[src/design/svr_pkg.sv]
package svr_pkg;
    // Clock rate and derived counts
    localparam int CLK_KHZ        = 200000;
    localparam int HOLD_TIME_MS   = 150;
    localparam int WD_PERIOD_MS   = 1650;
    localparam int GRACE_TIME_NS  = 12000;
    localparam int FILT_TIME_NS   = 100;
    localparam int HOLD_CYC       = HOLD_TIME_MS * CLK_KHZ;
    localparam int WD_CYC         = WD_PERIOD_MS * CLK_KHZ;
    localparam int GRACE_CYC      = GRACE_TIME_NS * (CLK_KHZ / 1000) / 1000;
    localparam int FILT_CYC       = (FILT_TIME_NS * (CLK_KHZ / 1000) + 999) / 1000;

    // Filtered input lanes
    localparam int LANES          = 5;
    localparam int LN_SUPPLY_LOW  = 0;
    localparam int LN_MANUAL_N    = 1;
    localparam int LN_AUX_OK      = 2;
    localparam int LN_BACKUP_GT   = 3;
    localparam int LN_MAIN_GT     = 4;
    // Reset image: supply low, manual idle high, aux ok, main preferred
    localparam logic [4:0] LANE_RST = 5'h17;

    localparam int CNT_W          = 32;
    localparam int GRACE_W        = 12;
    localparam int FILT_W         = 5;

    typedef enum logic [1:0] {CE_PASS, CE_GRACE, CE_BLOCK} svr_ce_st_t;
endpackage

[src/design/svr_lane_if.sv]
`timescale 1ns/1ps
`default_nettype none
interface svr_lane_if;
    logic       clk;
    logic       rst_n;
    logic [4:0] raw;
    logic [4:0] clean;
    modport filt (input clk, input rst_n, input raw, output clean);
    modport user (output clk, output rst_n, output raw, input clean);
endinterface
`default_nettype wire

[src/design/svr_lane_filter.sv]
`timescale 1ns/1ps
`default_nettype none
module svr_lane_filter (
    svr_lane_if.filt lanes  // Raw pins in, clean levels out
);
    typedef struct packed {
        logic [4:0]      s1;
        logic [4:0]      s2;
        logic [4:0]      s3;
        logic [4:0][4:0] cnt;
        logic [4:0]      clean;
    } svr_filt_st_t;

    svr_filt_st_t st_q;
    svr_filt_st_t st_d;

    // Three-stage sync, then level must hold FILT_CYC before acceptance
    always_comb begin
        st_d    = st_q;
        st_d.s1 = lanes.raw;
        st_d.s2 = st_q.s1;
        st_d.s3 = st_q.s2;
        for (int i = 0; i < svr_pkg::LANES; i++) begin
            if (st_q.s2[i] == st_q.s3[i] && st_q.s3[i] != st_q.clean[i]) begin // RULE_18
                if (st_q.cnt[i] == 5'(svr_pkg::FILT_CYC - 1)) begin
                    st_d.clean[i] = st_q.s3[i];
                    st_d.cnt[i]   = 5'h00;
                end else begin
                    st_d.cnt[i] = st_q.cnt[i] + 5'h01;
                end
            end else begin
                st_d.cnt[i] = 5'h00; // Short glitch restarts the wait
            end
        end
    end

    // Registers
    always_ff @(posedge lanes.clk or negedge lanes.rst_n) begin
        if (!lanes.rst_n) begin
            st_q       <= '0;
            st_q.s1    <= svr_pkg::LANE_RST;
            st_q.s2    <= svr_pkg::LANE_RST;
            st_q.s3    <= svr_pkg::LANE_RST;
            st_q.clean <= svr_pkg::LANE_RST;
        end else begin
            st_q <= st_d;
        end
    end

    assign lanes.clean = st_q.clean;
endmodule // svr_lane_filter
`default_nettype wire

[src/design/svr_supervisor.sv]
`timescale 1ns/1ps
`default_nettype none
// Summary of operation
// RULE_01 - Reset held while any level cause active
// RULE_02 - Watchdog expiry gives one hold-time pulse
// RULE_03 - Reset stretched by hold time after cause
// RULE_04 - Active-high and active-low reset outputs match
// RULE_05 - Manual reset low asserts, then hold time
// RULE_06 - Stuck kick input longer than period resets
// RULE_07 - Watchdog cleared by reset or kick edge
// RULE_08 - Backup flag high in battery mode
// RULE_09 - Auxiliary sense low asserts, then hold time
// RULE_10 - Rail from main unless supply under threshold
// RULE_11 - Hysteretic switch between main and backup
// RULE_12 - Gated enable low only outside reset
// RULE_13 - Enable low at reset kept for grace
// RULE_14 - Forced-high enable stays high until release
// RULE_15 - Hold time at least minimum timeout
// RULE_16 - Processor kick pulses meet minimum width
// RULE_17 - Counters with lengths as parameters
// RULE_18 - Sync and glitch-filter manual and comparators
// RULE_19 - Processor kicks faster than watchdog period
module svr_supervisor #(
    parameter int HOLD_CYC = svr_pkg::HOLD_CYC, // Reset hold time in cycles
    parameter int WD_CYC   = svr_pkg::WD_CYC    // Watchdog period in cycles
) (
    input  wire logic clock,            // 200 MHz timebase
    input  wire logic rstn,             // Async reset, active low
    input  wire logic supply_low_in,    // Main supply under supply_threshold
    input  wire logic manual_reset_n,   // Manual reset, active low
    input  wire logic aux_sense_ok_in,  // Aux sense above reference
    input  wire logic backup_gt_main,   // Backup exceeds main by margin
    input  wire logic main_gt_backup,   // Main exceeds backup by margin
    input  wire logic watchdog_kick_in, // Watchdog kick from processor
    input  wire logic ce_in_n,          // Chip enable from processor
    output logic      reset_out,        // Reset, active high
    output logic      reset_out_n,      // Reset, active low
    output logic      ce_out_n,         // Gated chip enable to memory
    output logic      on_backup_flag    // Rail fed from backup_supply
);
    // Release flops live outside the struct: they run on the raw reset
    typedef struct packed {
        logic [2:0]                   kick_s;
        logic [2:0]                   ce_s;
        logic                         kick_lvl;
        logic                         ce_lvl;
        logic [svr_pkg::CNT_W-1:0]    hold_cnt;
        logic [svr_pkg::CNT_W-1:0]    wd_cnt;
        logic [svr_pkg::GRACE_W-1:0]  grace_cnt;
        svr_pkg::svr_ce_st_t          ce_st;
        logic                         rst;
        logic                         rst_n;
        logic                         ce_out_n;
        logic                         on_backup;
    } svr_main_st_t;

    svr_main_st_t st_q;
    svr_main_st_t st_d;
    svr_lane_if   lanes ();

    logic [1:0] rsync_q;
    logic       srst_n;
    logic       cause;
    logic       kick_edge;
    logic       wd_exp;

    // Settle check on a three-stage sync chain
    function automatic logic svr_settled(input logic [2:0] chain);
        return chain[1] == chain[2];
    endfunction

    // Reset released through two flops; assertion stays asynchronous
    always_ff @(posedge clock or negedge rstn) begin
        if (!rstn) begin
            rsync_q <= 2'h0;
        end else begin
            rsync_q <= {rsync_q[0], 1'b1};
        end
    end
    assign srst_n = rsync_q[1]; // Only the second flop feeds the design

    // Slow pins go through the shared sync and glitch filter
    assign lanes.clk   = clock;
    assign lanes.rst_n = srst_n;
    assign lanes.raw   = {main_gt_backup, backup_gt_main, aux_sense_ok_in, manual_reset_n, supply_low_in};

    svr_lane_filter u_filt (
        .lanes (lanes)
    );

    // Level causes combined
    assign cause = lanes.clean[svr_pkg::LN_SUPPLY_LOW]    // RULE_01
                 | ~lanes.clean[svr_pkg::LN_MANUAL_N]     // RULE_05
                 | ~lanes.clean[svr_pkg::LN_AUX_OK];      // RULE_09
    // Kick edge counts once stages two and three agree
    assign kick_edge = svr_settled(st_q.kick_s) && (st_q.kick_s[2] != st_q.kick_lvl); // RULE_07
    // Expiry blocked in reset, so a pulse cannot retrigger itself
    assign wd_exp    = !st_q.rst && (st_q.wd_cnt == 32'(WD_CYC - 1)); // RULE_06

    always_comb begin
        st_d        = st_q;
        st_d.kick_s = {st_q.kick_s[1:0], watchdog_kick_in};
        st_d.ce_s   = {st_q.ce_s[1:0], ce_in_n};
        // Levels taken only once stages two and three agree
        if (svr_settled(st_q.kick_s)) begin
            st_d.kick_lvl = st_q.kick_s[2];
        end
        if (svr_settled(st_q.ce_s)) begin
            st_d.ce_lvl = st_q.ce_s[2];
        end

        // Hold counter reloads on any cause, counts down after
        // Reload every cause cycle, so hold counts from the last one
        if (cause || wd_exp) begin
            st_d.hold_cnt = 32'(HOLD_CYC); // RULE_03 RULE_15 RULE_17
        end else if (st_q.hold_cnt != 32'h0) begin
            st_d.hold_cnt = st_q.hold_cnt - 32'h1;
        end
        // Watchdog pulse ends by itself once the hold time runs out
        st_d.rst   = (st_d.hold_cnt != 32'h0); // RULE_02 RULE_03
        st_d.rst_n = ~st_d.rst;                // RULE_04

        // Watchdog counter; wraps only through the reset it causes
        // Width covers the default period with room to spare
        if (st_q.rst || kick_edge) begin
            st_d.wd_cnt = 32'h0; // RULE_07
        end else begin
            st_d.wd_cnt = st_q.wd_cnt + 32'h1; // RULE_17
        end

        // Supply selection with comparator hysteresis
        // Neither comparator set keeps the last choice
        if (!lanes.clean[svr_pkg::LN_SUPPLY_LOW]) begin
            st_d.on_backup = 1'b0; // RULE_10
        end else if (lanes.clean[svr_pkg::LN_BACKUP_GT]) begin
            st_d.on_backup = 1'b1; // RULE_11
        end else if (lanes.clean[svr_pkg::LN_MAIN_GT]) begin
            st_d.on_backup = 1'b0; // RULE_11
        end

        // Chip-enable gating; decisions follow the registered reset
        case (st_q.ce_st)
            svr_pkg::CE_PASS: begin
                // A reset due next cycle must not meet a fresh low edge
                st_d.ce_out_n = st_q.ce_lvl || (st_d.rst && st_q.ce_out_n); // RULE_12
                if (st_q.rst) begin
                    // Grace only if the memory was really selected
                    if (!st_q.ce_out_n) begin
                        st_d.ce_st     = svr_pkg::CE_GRACE; // RULE_13
                        st_d.grace_cnt = 12'(svr_pkg::GRACE_CYC);
                        st_d.ce_out_n  = 1'b0;
                    end else begin
                        st_d.ce_st    = svr_pkg::CE_BLOCK; // RULE_14
                        st_d.ce_out_n = 1'b1;
                    end
                end
            end
            svr_pkg::CE_GRACE: begin
                st_d.grace_cnt = st_q.grace_cnt - 12'h001;
                if (!st_q.rst) begin
                    st_d.ce_st    = svr_pkg::CE_PASS;
                    st_d.ce_out_n = st_q.ce_lvl;
                end else if (st_q.ce_lvl || st_q.grace_cnt <= 12'h001) begin
                    st_d.ce_st    = svr_pkg::CE_BLOCK; // RULE_13
                    st_d.ce_out_n = 1'b1;
                end
            end
            svr_pkg::CE_BLOCK: begin
                st_d.ce_out_n = 1'b1; // RULE_14
                if (!st_q.rst) begin
                    st_d.ce_st    = svr_pkg::CE_PASS;
                    st_d.ce_out_n = st_q.ce_lvl || st_d.rst; // RULE_12
                end
            end
            default: begin
                st_d.ce_st    = svr_pkg::CE_BLOCK;
                st_d.ce_out_n = 1'b1;
            end
        endcase
    end

    // Main state; memory kept deselected and reset asserted at power-up
    always_ff @(posedge clock or negedge srst_n) begin
        if (!srst_n) begin
            st_q.kick_s    <= 3'h0;
            st_q.ce_s      <= 3'h7;
            st_q.kick_lvl  <= 1'b0;
            st_q.ce_lvl    <= 1'b1;
            // Supply-low lane image reloads this count, keeping reset high until the lanes settle
            st_q.hold_cnt  <= 32'h0000_0001;
            st_q.wd_cnt    <= 32'h0;
            st_q.grace_cnt <= 12'h000;
            st_q.ce_st     <= svr_pkg::CE_BLOCK;
            st_q.rst       <= 1'b1;
            st_q.rst_n     <= 1'b0;
            st_q.ce_out_n  <= 1'b1;
            st_q.on_backup <= 1'b0;
        end else begin
            st_q.kick_s    <= st_d.kick_s;
            st_q.ce_s      <= st_d.ce_s;
            st_q.kick_lvl  <= st_d.kick_lvl;
            st_q.ce_lvl    <= st_d.ce_lvl;
            st_q.hold_cnt  <= st_d.hold_cnt;
            st_q.wd_cnt    <= st_d.wd_cnt;
            st_q.grace_cnt <= st_d.grace_cnt;
            st_q.ce_st     <= st_d.ce_st;
            st_q.rst       <= st_d.rst;
            st_q.rst_n     <= st_d.rst_n;
            st_q.ce_out_n  <= st_d.ce_out_n;
            st_q.on_backup <= st_d.on_backup;
        end
    end

    // Outputs straight from flops
    // Both polarities have their own flop, so they never skew
    assign reset_out      = st_q.rst;       // RULE_04
    assign reset_out_n    = st_q.rst_n;     // RULE_04
    assign ce_out_n       = st_q.ce_out_n;
    assign on_backup_flag = st_q.on_backup; // RULE_08
endmodule // svr_supervisor
`default_nettype wire

[config.mk]
export PLATFORM = sky130hd
export DESIGN_NAME = svr_supervisor
export DESIGN_NICKNAME = d
export VERILOG_FILES = /design/src/design/svr_pkg.sv /design/src/design/svr_lane_if.sv /design/src/design/svr_lane_filter.sv /design/src/design/svr_supervisor.sv
export SDC_FILE = /design/constraint.sdc
export NUM_CORES = 1
export LEC_CHECK = 0
export ABC_AREA = 1
export BUFFER_PORTS_ARGS = -buffer_cell sky130_fd_sc_hd__buf_2
export CAP_MARGIN = 20
export CORE_MARGIN = 3
export CORE_UTILIZATION = 48
export CTS_BUF_LIST = sky130_fd_sc_hd__clkbuf_4 sky130_fd_sc_hd__clkbuf_8
export CTS_CLUSTER_SIZE = 24
export DETAILED_ROUTE_END_ITERATION = 16
export PLACE_DENSITY = 0.61
export SLEW_MARGIN = 40
export SYNTH_ARGS = -nofsm -noshare
export SYNTH_HDL_FRONTEND = slang
export SYNTH_SLANG_ARGS = --single-unit
[constraint.sdc]
create_clock -name clock -period 5.2 [get_ports clock]
set_input_delay 1.04 -clock clock [delete_from_list [all_inputs] [get_ports clock]]
set_output_delay 1.04 -clock clock [all_outputs]
set_load 0.005 [all_outputs]
Yosys cells after proc, flatten, opt, wreduce, memory -nomap -nowiden
Index checks and enable logic that the tools add are counted.
{"block": "totals", "ff_bits": 137, "out_inout_bits": 4, "in_bits": 9, "word_cells": 121}
{"block": "op_classes", "addsub": 8, "bitwise": 5, "eq_ne": 26, "order_cmp": 1, "mux": 30, "reduce_logical": 25}
{"op": "$mux 32", "n": 3}
{"op": "$reduce_bool 32->1", "n": 2}
{"op": "$mux 5", "n": 10}
{"op": "$add 32x1->32 const B", "n": 1}
{"op": "$eq 32x29->1 const B", "n": 1}
{"op": "$sub 32x1->32 const B", "n": 1}
{"op": "$add 5x1->5 const B", "n": 5}
{"op": "$eq 5x5->1 const B", "n": 5}
{"op": "$pmux 12 s2", "n": 1}
{"op": "$mux 14", "n": 1}
{"op": "$le 12x1->1 const B", "n": 1}
{"op": "$mux 12", "n": 1}
{"op": "$sub 12x1->12 const B", "n": 1}
{"op": "$reduce_and 2->1", "n": 5}
{"op": "$logic_and 1x1->1", "n": 8}
{"op": "$mux 1", "n": 8}
{"op": "$mux 2", "n": 4}
{"op": "$eq 1x1->1", "n": 7}
{"op": "$ne 1x1->1", "n": 6}
{"op": "$ne 2x2->1 const B", "n": 3}
{"op": "$pmux 2 s3", "n": 1}
{"op": "$reduce_and 3->1", "n": 2}
{"op": "$logic_or 1x1->1", "n": 5}
{"op": "$ne 3x1->1 const B", "n": 1}
{"op": "other kinds (9)", "n": 12}

Longest topological paths before layout
{"block": "depth", "word_depth": 10, "ltp_mapped": 19, "depth_no_buf": 19}

Cells and area by module
A second synthesis with hierarchy kept.
{"block": "unflattened", "hier_cells": 917, "hier_area_um2": 7195.7}
{"module": "svr_supervisor", "area_each_um2": 5233.8, "instances": 1, "seq_area_each_um2": 2312.2, "cells_each": 714}
{"module": "svr_lane_filter", "area_each_um2": 1961.9, "instances": 1, "seq_area_each_um2": 1146.1, "cells_each": 203}

Least setup slack after synthesis
Ideal clock, no wire load.
{"block": "synth_path", "path_kind": "reg2reg", "startpoint": "reg st_q[5] in the netlist's numbering", "endpoint": "reg st_q[16] in the netlist's numbering", "stages_incl_launch_ff": 14, "synth_period_minus_slack_ps": 2137, "path_buffers": 0, "setup_ps": 123, "arrival_time_ps": 2014, "setup_slack_ps": 3063, "t_required_ps": 5077, "cell_sequence": "dfstp_2 inv_1 ha_1 inv_1 nand2_1 a21oi_2 nand2_1 or2_1 nor2_1 nand2_1 inv_1 nand3_1 nor3_1 nor3_1"}
{"block": "synth_via", "elab_chain_len": 3, "elab_cells_between_ends": 7, "classes_between": "eq/ne (3); mux (1); reduce/logical (3)"}
{"element": "from (decl)", "line": "svr_supervisor.sv:57", "text": "svr_main_st_t st_q;"}
{"element": "$eq 2x1->1 or $logic_not 2->1 (tied branches)", "line": "svr_supervisor.sv:142", "text": "case (st_q.ce_st)"}
{"element": "$reduce_bool 2->1 (no line) or $ne 2x2->1 (tied branches)"}
{"element": "$reduce_and 3->1 (no line)"}
Several ways; a longest one is shown, not always the timed one.
A chain may end at the register's enable or synchronous reset.

==> impl_metrics.env <==
export IMPL_critPathArrivalTime_ps=3180
export IMPL_grt_overflow_total=0
export IMPL_ios=13
export IMPL_post_route_min_period_ps=2810
export IMPL_via_per_inst=5.17
export IMPL_cts_max_level=4
export IMPL_yosys_warnings=0
export IMPL_numCtsBuffers=17
export IMPL_clkLatencyLatePin_ps=450
export IMPL_fp_dieW_um=128
export IMPL_hold_buffers=0
export IMPL_routed_wl_um=15000
export IMPL_gp_congestion=0.913
export IMPL_drt_iter0_markers=425
export IMPL_diodes=0
export IMPL_fin_crit_sh_pct=54.0
export IMPL_rows=44
export IMPL_areaGrowthSynthToFinish_pct=8.75
export IMPL_relSlewSlack_pct=46.8
export IMPL_grt_antenna_before_repair=0
export IMPL_r2r_slack_ps=2390
export IMPL_firstDrtPassIters=5
export IMPL_dp_hpwl_um=11200
export IMPL_path_class="reg2reg"
export IMPL_die_area_um2=16400
export IMPL_drc=0
export IMPL_yosys_area_top_type="dfrtp_1"
export IMPL_clockBufferDepth=2
export IMPL_grtUsageTotal_pct=19.8
export IMPL_leakage_nw=3.51
export IMPL_grt_pass1_wl_um=26000
export IMPL_setup_tns_ps=0
export IMPL_synth_cells=884
export IMPL_synthArstFlopShare_pct=100
export IMPL_total_power_mw=2.34
export IMPL_grt_max_degree=71
export IMPL_cp_end_kind="register"
export IMPL_grt_pass1_vias=5529
export IMPL_hp_class="reg2reg"
export IMPL_cap_violations=0
export IMPL_coreArea_um2=14600
export IMPL_multi_input_area_um2=3230
export IMPL_synth_flop_cell="dfrtp_1"
export IMPL_synth_nets=906
export IMPL_synth_edf_count=0
export IMPL_nets=930
export IMPL_initial_utilization_pct=49.1
export IMPL_fin_skew_ps=9.13
export IMPL_die_h_um=128
export IMPL_synth_top_area_share_pct=39.5
export IMPL_setup_violations=0
export IMPL_ff_latch_area_um2=3460
export IMPL_ys_seq_elements=137
export IMPL_drive_gt1_share_pct=13.2
export IMPL_maxSlewViolCount=0
export IMPL_cts_resized=0
export IMPL_synth_area_per_cell_um2=8.10
export IMPL_wl_per_cell_um=13.6
export IMPL_syn_area_um2=7160
export IMPL_rsz0062_at_grt="no"
export IMPL_drtAntennaViolNets=0
export IMPL_cts_setup_buffers=0
export IMPL_p_per_area_nw_per_um2=300
export IMPL_vias=5718
export IMPL_cts_sinks=137
export IMPL_worst_slew_pin_slew_ps=795
export IMPL_ys_types=54
export IMPL_path_clk_slew_ps=80
export IMPL_cts_root_buf="clkbuf_8"
export IMPL_outcome="complete, no violations"
export IMPL_cts_tree="built"
export IMPL_cp_max_fo=11
export IMPL_num_fill_cells=1357
export IMPL_portBuffers=12
export IMPL_finalHoldViolations=0
export IMPL_ir_worst_vdd_mv=0.212
export IMPL_clock_fmax_mhz=356
export IMPL_cp_required_ps=5570
export IMPL_start_kind="register"
export IMPL_yosysSeqAreaShare_pct=48.3
export IMPL_yosys_top_cells_area="dfrtp_1, nand2_1, dfstp_2"
[metal layers]
layer	global-route usage [%]	vias to the layer above	share of wire [%]
met2	31.4	115	48
li1	-	2894	-
met5	0	-	0
met3	4.58	29	3.8
met1	26.2	2680	46
met4	7.93	0	2.8
[cells in the mapped netlist (3+ instances only)]
cell / number
a21oi_1: 26
a31oi_1: 5
buf_6: 3
dfrtp_1: 113
dfstp_2: 24
ha_1: 13
inv_1: 98
nand2_1: 185
nand2_2: 7
nand2_4: 4
nand3_1: 62
nand3_2: 7
nand4_1: 18
nor2_1: 164
nor2_2: 11
nor2_4: 4
nor3_1: 27
nor4_1: 5
o21a_1: 3
o21ai_0: 30
o21ai_1: 3
o21bai_1: 6
or2_2: 4
xnor2_1: 11
xor2_1: 15
[area by class of cell]
type	count	share of cell area, %
Clock buffer	19	3.20
Clock inverter	13	1.88
Inverter	102	4.95
Multi-Input combinational cell	635	41.4
Sequential cell	137	44.4
Tap cell	184	2.96
Timing Repair Buffer	15	1.16
[flip-flops by register name, indices dropped and copies added (netlist names)]
signal / count
ce_out_n: 1
u_filt.st_d: 10
u_filt.st_q: 30
u_filt.lanes.clean: 5
st_q: 82
reset_out_n: 1
st_d: 4
on_backup_flag: 1
rsync_q: 2
reset_out: 1
[power breakdown]
group	switching (mW)	total, mW	internal (mW)
Combinational	0.194	0.298	0.105
Sequential	0.0398	1.17	1.13
Clock	0.429	0.870	0.441
[path summary, 6_finish.rpt]
path	end	depth (start not counted)	start
setup / recovery	ce_out_n	14	st_q[56]
setup reg to reg	ce_out_n	14	st_q[56]
hold reg to reg	st_d[89]	0	st_d[88]
min in group asynchronous	rsync_q[1]	1	rstn
hold / removal	st_d[89]	0	st_d[88]
max in group asynchronous	st_q[59]	1	rsync_q[1]
[placed cells by master (no fill, tap or decap), types with 13 or more instances in the layout]
| master | count |
|---|---|
| inv_1 | 98 |
| dfstp_2 | 24 |
| nor2_1 | 164 |
| nand2_1 | 185 |
| dfrtp_1 | 112 |
| xor2_1 | 15 |
| clkbuf_8 | 17 |
| nor3_1 | 27 |
| nand4_1 | 18 |
| ha_1 | 13 |
| o21ai_0 | 30 |
| a21oi_1 | 26 |
| nand3_1 | 62 |
[stage by stage]
stage                     cells  worst slack (ps)  cell area [µm²]  hold WS [ps]  utilization, %
after floorplan             884              1140             7160           331               -
after global placement     1073              2140             7380           339            50.6
after detailed placement   1073              2450             7390           336            50.6
after CTS                  1105              2430             7780           322            53.3
after global routing       1105              2080             7790           313            53.4
final                      1105              2390             7790           353            53.4
[cells by family (layout without fill, tap and decap cells)]
group                    after synthesis  in the layout  share of synthesized area [%]
other                                  1              1                         0.0524
flip-flops                           137            137                           48.3
XOR/XNOR                              26             26                           3.18
AND/OR/NAND/NOR                      510            510                           32.4
buffers and inverters                112            149                           6.80
adder cells (fa/ha/maj)               14             14                           2.41
AO/OA/AOI/OAI                         84             84                           6.83
[critical path, stage by stage (launching register included)]
cell	delay [ps]
dfrtp_1	430
nor2_1	200
nand2_1	80
nor2_1	610
nand2_1	210
nand2_1	110
inv_1	40
o21ai_0	250
nand2_1	150
nor3_2	210
nand2_1	80
nor2_1	100
nand2_1	70
a21oi_1	130
a21oi_1	80
No activity file was read; power rests on OpenSTA's default activity.
